===== src/busif_pkg.sv =====
// Package for the system bus interface pin block.
// Assumes a single clock domain (the bus clock) and an active-low async reset.
`default_nettype none
package busif_pkg;

  // ----------------------------------------------------------------------------
  // Widths and counts
  // ----------------------------------------------------------------------------
  localparam int unsigned DATA_W      = 32;
  localparam int unsigned HALF_W      = 16;
  localparam int unsigned ADDR_W      = 31;
  localparam int unsigned REGSEL_W    = 6;
  localparam int unsigned STATUS_W    = 3;
  localparam int unsigned RESET_CLKS  = 10;
  localparam logic [3:0]  RESET_CNT_MAX = 4'(RESET_CLKS);
  localparam logic [15:0] REG_RESET_VAL = 16'h0000;
  localparam logic [2:0]  STATUS_IDLE   = 3'h0;

  // Byte order chosen by the strap.
  typedef enum logic {
    ORDER_LITTLE = 1'b0,
    ORDER_BIG    = 1'b1
  } order_e;

  // Bus operation currently under way.
  typedef enum logic [2:0] {
    OP_IDLE   = 3'h0,
    OP_DMA_RD = 3'h1,
    OP_DMA_WR = 3'h3,
    OP_SLV_RD = 3'h2,
    OP_SLV_WR = 3'h6,
    OP_MEM    = 3'h7
  } op_e;

  // Sequencer states, Gray along idle -> own -> drive.
  typedef enum logic [1:0] {
    ST_RESET = 2'b00,
    ST_IDLE  = 2'b01,
    ST_OWN   = 2'b11,
    ST_XFER  = 2'b10
  } seq_e;

  // DMA request from the core.
  typedef struct packed {
    logic              valid;
    logic              write;
    logic              wide;
    logic [ADDR_W-1:0] addr;
    logic [DATA_W-1:0] wdata;
  } dma_req_s;

endpackage : busif_pkg

`default_nettype wire


===== src/busif_pins.sv =====
// System bus interface pins: DMA master drive, register slave port, status code.
// Assumes MCLK is the bus clock and all pin inputs are synchronous to it.
//
// Summary of operation
// - Strap level selects byte order only; nothing else depends on it.
// - Strap high means big-endian; low means little-endian.
// - Master 16-bit transfers use low half; 32-bit use all lines.
// - Slave reads drive only low sixteen lines; upper half floats.
// - DMA address driven only after bus ownership, floated otherwise.
// - Address is word aligned; 31 lines, no least significant bit.
// - Reset held low enters reset state after ten clocks.
// - Bus status code follows the bus operation; a DMA code holds one clock past the transfer.
// - All DMA activity is timed from the bus clock.
// - Acknowledge driven low for select or memory request when available.
// - Register number latched on slave address strobe.
`timescale 1ns/1ps
`default_nettype none

module busif_pins
  import busif_pkg::*;
#(
  parameter logic [2:0] ST_CODE_IDLE  = STATUS_IDLE,
  parameter logic [2:0] ST_CODE_DMARD = 3'h1,
  parameter logic [2:0] ST_CODE_DMAWR = 3'h3,
  parameter logic [2:0] ST_CODE_SLVRD = 3'h2,
  parameter logic [2:0] ST_CODE_SLVWR = 3'h6,
  parameter logic [2:0] ST_CODE_MEM   = 3'h7
) (
  // Clock and reset.
  input  wire  logic                   MCLK,
  input  wire  logic                   RST_N,
  input  wire  logic                   RESET_PIN_N,
  // Strap.
  input  wire  logic                   ENDIAN_SELECT_STRAP,
  // Data lines, three signals per pin.
  input  wire  logic [DATA_W-1:0]      SYSTEM_DATA_LINES_I,
  output logic       [DATA_W-1:0]      SYSTEM_DATA_LINES_O,
  output logic       [DATA_W-1:0]      SYSTEM_DATA_LINES_OE,
  // Address lines.
  output logic       [ADDR_W-1:0]      DMA_ADDRESS_LINES_O,
  output logic                         DMA_ADDRESS_LINES_OE,
  // Slave port.
  input  wire  logic [REGSEL_W-1:0]    REGISTER_SELECT_LINES,
  input  wire  logic                   SLAVE_ADDRESS_STROBE_N,
  input  wire  logic                   CHIP_SELECT_N,
  input  wire  logic                   SLAVE_WRITE,
  input  wire  logic                   SHARED_MEMORY_REQUEST_N,
  input  wire  logic                   MEM_AVAILABLE,
  output logic                         SLAVE_MEMORY_ACKNOWLEDGE_N,
  // Core side.
  input  wire  busif_pkg::dma_req_s    DMA_REQ,
  input  wire  logic                   BUS_GRANT,
  output logic                         BUS_REQUEST,
  output logic                         DMA_DONE,
  output logic       [DATA_W-1:0]      DMA_RDATA,
  output logic       [HALF_W-1:0]      REG_RDATA_IN,
  output logic       [REGSEL_W-1:0]    REG_INDEX,
  output logic                         REG_WR_STB,
  output logic       [HALF_W-1:0]      REG_WDATA,
  input  wire  logic [HALF_W-1:0]      REG_RDATA,
  output logic                         BIG_ENDIAN,
  output logic                         IN_RESET,
  output logic       [STATUS_W-1:0]    BUS_STATUS_CODE
);
  import busif_pkg::*;

  // ----------------------------------------------------------------------------
  // Byte-lane swap
  // ----------------------------------------------------------------------------
  // Swaps bytes within each half when big-endian ordering is selected.
  function automatic logic [DATA_W-1:0] order_bytes(input logic [DATA_W-1:0] d,
                                                     input logic big);
    order_bytes = big ? {d[23:16], d[31:24], d[7:0], d[15:8]} : d;
  endfunction : order_bytes

  // ----------------------------------------------------------------------------
  // Reset delay and strap capture
  // ----------------------------------------------------------------------------
  logic [3:0] rcnt_r, rcnt_nxt;
  logic       inrst_r, inrst_nxt;
  logic       big_r, big_nxt;

  // The reset pin must stay low for ten bus clocks before state is cleared,
  // so a short glitch on the board does not wipe an ongoing DMA.
  always_comb begin
    rcnt_nxt  = rcnt_r;
    inrst_nxt = inrst_r;
    big_nxt   = ENDIAN_SELECT_STRAP;
    if (RESET_PIN_N) begin
      rcnt_nxt  = 4'h0;
      inrst_nxt = 1'b0;
    end else if (rcnt_r == RESET_CNT_MAX - 4'h1) begin
      inrst_nxt = 1'b1;
    end else begin
      rcnt_nxt = rcnt_r + 4'h1;
    end
  end

  always_ff @(posedge MCLK or negedge RST_N) begin
    if (!RST_N) begin
      rcnt_r  <= 4'h0;
      inrst_r <= 1'b1;
      big_r   <= 1'b0;
    end else begin
      rcnt_r  <= rcnt_nxt;
      inrst_r <= inrst_nxt;
      big_r   <= big_nxt;
    end
  end
  // Both paths see the pins in the strapped order; one swap serves every reader.
  logic [DATA_W-1:0] din_sw, rrd_sw;
  assign din_sw = order_bytes(SYSTEM_DATA_LINES_I, big_r);
  assign rrd_sw = order_bytes({16'h0000, REG_RDATA}, big_r);

  // ----------------------------------------------------------------------------
  // DMA master sequencer
  // ----------------------------------------------------------------------------
  seq_e              st_r, st_nxt;
  logic [ADDR_W-1:0] addr_r, addr_nxt;
  logic [DATA_W-1:0] wd_r, wd_nxt, rd_r, rd_nxt;
  logic              wr_r, wr_nxt, wide_r, wide_nxt, done_r, done_nxt;

  // Runs on MCLK only, which is the bus clock.
  always_comb begin
    st_nxt   = st_r;
    addr_nxt = addr_r;
    wd_nxt   = wd_r;
    rd_nxt   = rd_r;
    wr_nxt   = wr_r;
    wide_nxt = wide_r;
    done_nxt = 1'b0;
    case (st_r)
      ST_RESET: st_nxt = ST_IDLE;
      ST_IDLE: begin
        if (DMA_REQ.valid) begin
          addr_nxt = DMA_REQ.addr;
          wd_nxt   = order_bytes(DMA_REQ.wdata, big_r);
          wr_nxt   = DMA_REQ.write;
          wide_nxt = DMA_REQ.wide;
          st_nxt   = ST_OWN;
        end
      end
      ST_OWN: if (BUS_GRANT) st_nxt = ST_XFER;
      ST_XFER: begin
        // Narrow reads capture only the low half.
        rd_nxt   = wide_r ? din_sw : {16'h0000, din_sw[HALF_W-1:0]};
        done_nxt = 1'b1;
        st_nxt   = ST_IDLE;
      end
      default: st_nxt = ST_IDLE;
    endcase
    if (inrst_r) st_nxt = ST_RESET;
  end

  always_ff @(posedge MCLK or negedge RST_N) begin
    if (!RST_N) begin
      st_r   <= ST_RESET;
      addr_r <= '0;
      wd_r   <= '0;
      rd_r   <= '0;
      wr_r   <= 1'b0;
      wide_r <= 1'b0;
      done_r <= 1'b0;
    end else begin
      st_r   <= st_nxt;
      addr_r <= addr_nxt;
      wd_r   <= wd_nxt;
      rd_r   <= rd_nxt;
      wr_r   <= wr_nxt;
      wide_r <= wide_nxt;
      done_r <= done_nxt;
    end
  end

  // ----------------------------------------------------------------------------
  // Slave port
  // ----------------------------------------------------------------------------
  logic [REGSEL_W-1:0] idx_r, idx_nxt;
  logic                ack_r, ack_nxt;
  logic [HALF_W-1:0]   sd_r, sd_nxt;
  logic                wstb_r, wstb_nxt;

  // The select and memory request are mutually exclusive by board contract,
  // so one acknowledge serves both without arbitration here.
  always_comb begin
    idx_nxt  = idx_r;
    sd_nxt   = sd_r;
    wstb_nxt = 1'b0;
    if (!SLAVE_ADDRESS_STROBE_N) idx_nxt = REGISTER_SELECT_LINES;
    ack_nxt = !inrst_r && ((!CHIP_SELECT_N && st_r != ST_XFER)
              || (!SHARED_MEMORY_REQUEST_N && MEM_AVAILABLE));
    if (!CHIP_SELECT_N && ack_nxt && !ack_r) begin
      sd_nxt   = rrd_sw[HALF_W-1:0];
      wstb_nxt = SLAVE_WRITE;
    end
    if (inrst_r) sd_nxt = REG_RESET_VAL;
  end

  always_ff @(posedge MCLK or negedge RST_N) begin
    if (!RST_N) begin
      idx_r  <= '0;
      ack_r  <= 1'b0;
      sd_r   <= REG_RESET_VAL;
      wstb_r <= 1'b0;
    end else begin
      idx_r  <= idx_nxt;
      ack_r  <= ack_nxt;
      sd_r   <= sd_nxt;
      wstb_r <= wstb_nxt;
    end
  end

  // ----------------------------------------------------------------------------
  // Pin drive and status
  // ----------------------------------------------------------------------------
  logic slv_rd;
  logic [2:0] stat_r, stat_nxt;
  assign slv_rd = ack_r && !CHIP_SELECT_N && !SLAVE_WRITE;

  // Status table is a parameter set so a board can remap codes.
  always_comb begin
    stat_nxt = ST_CODE_IDLE;
    if (st_nxt == ST_XFER || st_r == ST_XFER)
      stat_nxt = wr_nxt ? ST_CODE_DMAWR : ST_CODE_DMARD;
    else if (ack_nxt && !CHIP_SELECT_N)
      stat_nxt = SLAVE_WRITE ? ST_CODE_SLVWR : ST_CODE_SLVRD;
    else if (ack_nxt)
      stat_nxt = ST_CODE_MEM;
  end

  always_ff @(posedge MCLK or negedge RST_N) begin
    if (!RST_N) stat_r <= STATUS_IDLE;
    else        stat_r <= stat_nxt;
  end

  // Address only while the bus is owned.
  assign DMA_ADDRESS_LINES_O  = addr_r;
  assign DMA_ADDRESS_LINES_OE = (st_r == ST_XFER);
  // Master writes drive both or low half; slave reads low half only.
  assign SYSTEM_DATA_LINES_O  = (st_r == ST_XFER) ? wd_r : {16'h0000, sd_r};
  assign SYSTEM_DATA_LINES_OE = (st_r == ST_XFER && wr_r)
                                ? {{HALF_W{wide_r}}, {HALF_W{1'b1}}}
                                : {{HALF_W{1'b0}}, {HALF_W{slv_rd}}};
  assign SLAVE_MEMORY_ACKNOWLEDGE_N = !ack_r;
  assign BUS_REQUEST = (st_r == ST_OWN);
  assign DMA_DONE    = done_r;
  assign DMA_RDATA   = rd_r;
  assign REG_RDATA_IN = sd_r;
  assign REG_INDEX   = idx_r;
  assign REG_WR_STB  = wstb_r;
  assign REG_WDATA   = din_sw[HALF_W-1:0];
  assign BIG_ENDIAN  = big_r;
  assign IN_RESET    = inrst_r;
  assign BUS_STATUS_CODE = stat_r;
endmodule : busif_pins

`default_nettype wire


===== config.mk =====
export PLATFORM = sky130hd
export DESIGN_NAME = busif_pins
export DESIGN_NICKNAME = d
export VERILOG_FILES = /design/src/busif_pkg.sv /design/src/busif_pins.sv
export SDC_FILE = /design/constraint.sdc
export NUM_CORES = 1
export LEC_CHECK = 0
export ABC_AREA = 1
export BUFFER_PORTS_ARGS = -buffer_cell sky130_fd_sc_hd__buf_2
export CAP_MARGIN = 20
export CORE_AREA = 2 2 119 121
export DETAILED_ROUTE_END_ITERATION = 8
export DIE_AREA = 0 0 121 123
export PLACE_DENSITY = 0.82
export RECOVER_POWER = 100
export SLEW_MARGIN = 10
export SYNTH_ARGS = -nofsm -noshare
export SYNTH_HDL_FRONTEND = slang
export SYNTH_SLANG_ARGS = --single-unit

===== constraint.sdc =====
create_clock -name MCLK -period 6.5 [get_ports MCLK]
set_input_delay 0.65 -clock MCLK [delete_from_list [all_inputs] [get_ports MCLK]]
set_output_delay 0.65 -clock MCLK [all_outputs]
set_load 0.1 [all_outputs]

==> metrics.md <==
| Metric | Value |
|---|---|
| Status | `finished, violations left` |
| Violated checks | `max-capacitance violations, max-slew violations` |
| Multi-input gate area | `0.00237 mm²` |
| Height of the die | `123 µm` |
| Total of warnings raised by yosys | `0` |
| # nets final | `1171` |
| Detailed Routing Iterations Pass 1 | `5` |
| Core Rows | `43` |
| Synth Area in Compound Gates | `12.0%` |
| Drt drc | `0` |
| Overall die width | `121 µm` |
| Core ar. | `0.0136 mm²` |
| Slew headroom | `-91.1%` |
| Via count | `6097` |
| Syn avg cell area | `8.22 µm²` |
| Hold Path Class | `input pin to flip-flop` |
| Max Cap Viol | `3` |
| Antenna violations before repair | `0` |
| F_max | `216 MHz` |
| TNS Setup | `0 ns` |
| Clock root buffer master | `clkbuf_16` |
| Sequential area share after synthesis | `51.6%` |
| Antenna diodes | `0` |
| Crit share post-route | `71.1%` |
| Synth Area in XOR/XNOR | `0.136%` |
| Post-DP HPWL | `12.5 mm` |
| Die area | `0.0149 mm²` |
| Wirelength, routed | `17.8 mm` |
| Fill cells | `1330` |
| Maximum buffer depth of the clock tree | `2` |
| CP Class | `flip-flop to output port` |
| Largest family of logic cells by synthesized area | `simple AND/OR/NAND/NOR gates` |
| Netlist Area Pre-Place | `0.00645 mm²` |
| Most frequent cells in the layout | `270 x nand2_1, 179 x clkbuf_1, 131 x dfrtp_1` |
| CTS buffer count | `17` |
| Final Hold Fails | `0` |
| Final setup fails | `0` |
| Number of global-route vias before repair | `5505` |
| Top fanout value on the critical path | `56` |
| H-tree depth | `4` |
| Sequential cell area | `0.00333 mm²` |
| Layout area overhead | `27.4%` |
| Critical Path RT | `5.85 ns` |
| #FFs+latches synth | `133` |
| Worst-Skew Late Latency | `0.41 ns` |
| Syn Inst Count | `785` |
| # placed instances | `1199` |
| Commonest non-fill, non-tap cell in the layout | `nand2_1` |
| WP data arrival | `3.97 ns` |
| Synth Area in Simple Gates | `21.0%` |
| Tot GR Track Use | `23.7%` |
| Final Max Tran Viols | `146` |
| Synth Area in Adders | `0.388%` |
| IO Port Bufs | `304` |
| Mapped Nets | `917` |
| Clock Pin Slew Worst Setup and Hold Paths | `0.06 ns` |
| CTS tree | `done` |
| Cell Count, Final, Fillers Out | `1232` |
| Layout cells sized above 1 | `16.5%` |
| Worst Tran Pin Value | `2.87 ns` |
| Setup Skew | `0.00422 ns` |
| Post-CTS Setup Inserts | `0` |
| Initial Util | `47.4%` |
| Post-CTS sizing | `0` |
| RSZ-0062 raised after global routing | `no` |
| Io pins | `305` |
| Unique masters post-synth | `28` |
| Multiplexer share of the synthesized area | `3.53%` |
| First-pass GRT wire length | `27.5 mm` |
| Remaining Overflow, GRT | `0` |
| Tmin final | `4.62 ns` |
| Via/cell ratio | `4.95` |
| Largest net degree at the start of global routing | `100` |
| Post-CTS Hold Fix Bufs | `0` |
| Crit. End Element | `output port` |
| Initial detailed-routing violation count | `525` |
| RD Place Congestion | `0.793` |
| Total clock sinks | `133` |
| Startpoint types | `flip-flop` |
| Post-route antenna net violation count | `0` |
| Drt wl/cell | `14.5 µm` |
[worst max-delay path, stage by stage (launching register included)]
cell and delay, ns:
dfrtp_2 0.40, inv_1 0.18, clkbuf_1 1.72, nand2_1 0.15, o21ai_0 0.21, clkbuf_1 0.90
[final cells by class]
| class | count | area share (%) |
|---|---|---|
| Clock buffer | 19 | 5.51 |
| Multi-Input combinational cell | 496 | 28.8 |
| Clock inverter | 13 | 2.18 |
| Inverter | 80 | 3.65 |
| Timing Repair Buffer | 311 | 16.6 |
| Sequential cell | 133 | 40.5 |
| Tap cell | 180 | 2.74 |
[per-layer routing]
metal  GRT usage [%]  share of wire (%)
met1            31.1                 42
met2            39.2                 49
met3            4.98                7.1
met4            8.72                1.5
met5               0                  0
[state kept, by name, summed over array words and instances (netlist names)]
register,count
st_r,2
BUS_STATUS_CODE,3
wd_r,32
BIG_ENDIAN,1
IN_RESET,1
REG_INDEX,6
REG_RDATA_IN,16
DMA_DONE,1
REG_WR_STB,1
ack_r,1
wide_r,1
DMA_RDATA,32
rcnt_r,4
wr_r,1
DMA_ADDRESS_LINES_O,31
[per-stage QoR]
step                      hold slack (ns)  setup slack, ns  utilization [%]  instance area (µm²)
after floorplan                     0.354             1.50                -                 6450
after global placement              0.449             3.50             57.4                 7820
after detailed placement            0.453             3.39             57.4                 7820
after CTS                           0.190             2.92             62.1                 8450
after global routing                0.330             1.43             60.4                 8220
final                               0.347             1.88             60.4                 8220
[cell families (layout without fill, tap and decap cells)]
family,after synthesis,count (layout)
and+or+nand+nor,333,333
buffers and inverters,156,423
AOI/OAI and AO/OA,138,138
DFF,133,133
muxes,22,22
adders and majority gates,2,2
xor gates and xnor gates,1,1
[synth_stat cells]
cell | instances | area, µm²
clkbuf_1 | 23 | 86.3
nor2_4 | 1 | 11.3
inv_2 | 3 | 11.3
buf_6 | 2 | 22.5
mux2_2 | 6 | 67.6
buf_4 | 30 | 225
buf_2 | 17 | 85.1
mux2i_1 | 16 | 160
nand2_1 | 268 | 1010
dfrtp_1 | 132 | 3300
inv_1 | 77 | 289
nand2_4 | 1 | 11.3
nor3_1 | 1 | 5.00
nand4_1 | 17 | 106
ha_1 | 2 | 25.0
nand3_4 | 1 | 17.5
nand3_1 | 20 | 100
nor2_1 | 21 | 78.8
a21oi_1 | 3 | 15.0
dfstp_2 | 1 | 26.3
nand2_2 | 2 | 12.5
xnor2_1 | 1 | 8.76
o211ai_1 | 32 | 240
o21ai_0 | 98 | 490
buf_1 | 4 | 15.0
o21ai_1 | 4 | 20.0
o21bai_1 | 1 | 7.51
nor2_2 | 1 | 6.26
[worst paths after layout]
check                                               startpoint                             endpoint  depth (start not counted)  slack (ns)
max                                       BIG_ENDIAN$_DFF_PN0_                        REG_WDATA[15]                          5        1.88
max in group asynchronous                                RST_N                 BIG_ENDIAN$_DFF_PN0_                          2        2.39
max reg2reg                               BIG_ENDIAN$_DFF_PN0_            DMA_RDATA[13]$_DFFE_PN0N_                          5        3.43
min                                        ENDIAN_SELECT_STRAP                 BIG_ENDIAN$_DFF_PN0_                          1        0.35
min in group asynchronous                                RST_N  DMA_ADDRESS_LINES_O[13]$_DFFE_PN0P_                          1        1.16
min reg2reg                DMA_ADDRESS_LINES_O[16]$_DFFE_PN0P_  DMA_ADDRESS_LINES_O[16]$_DFFE_PN0P_                          2        0.47
Power is left out: the tool's default activity adds up to more than one toggle a clock period on the data nets, which glitch-free logic cannot reach.
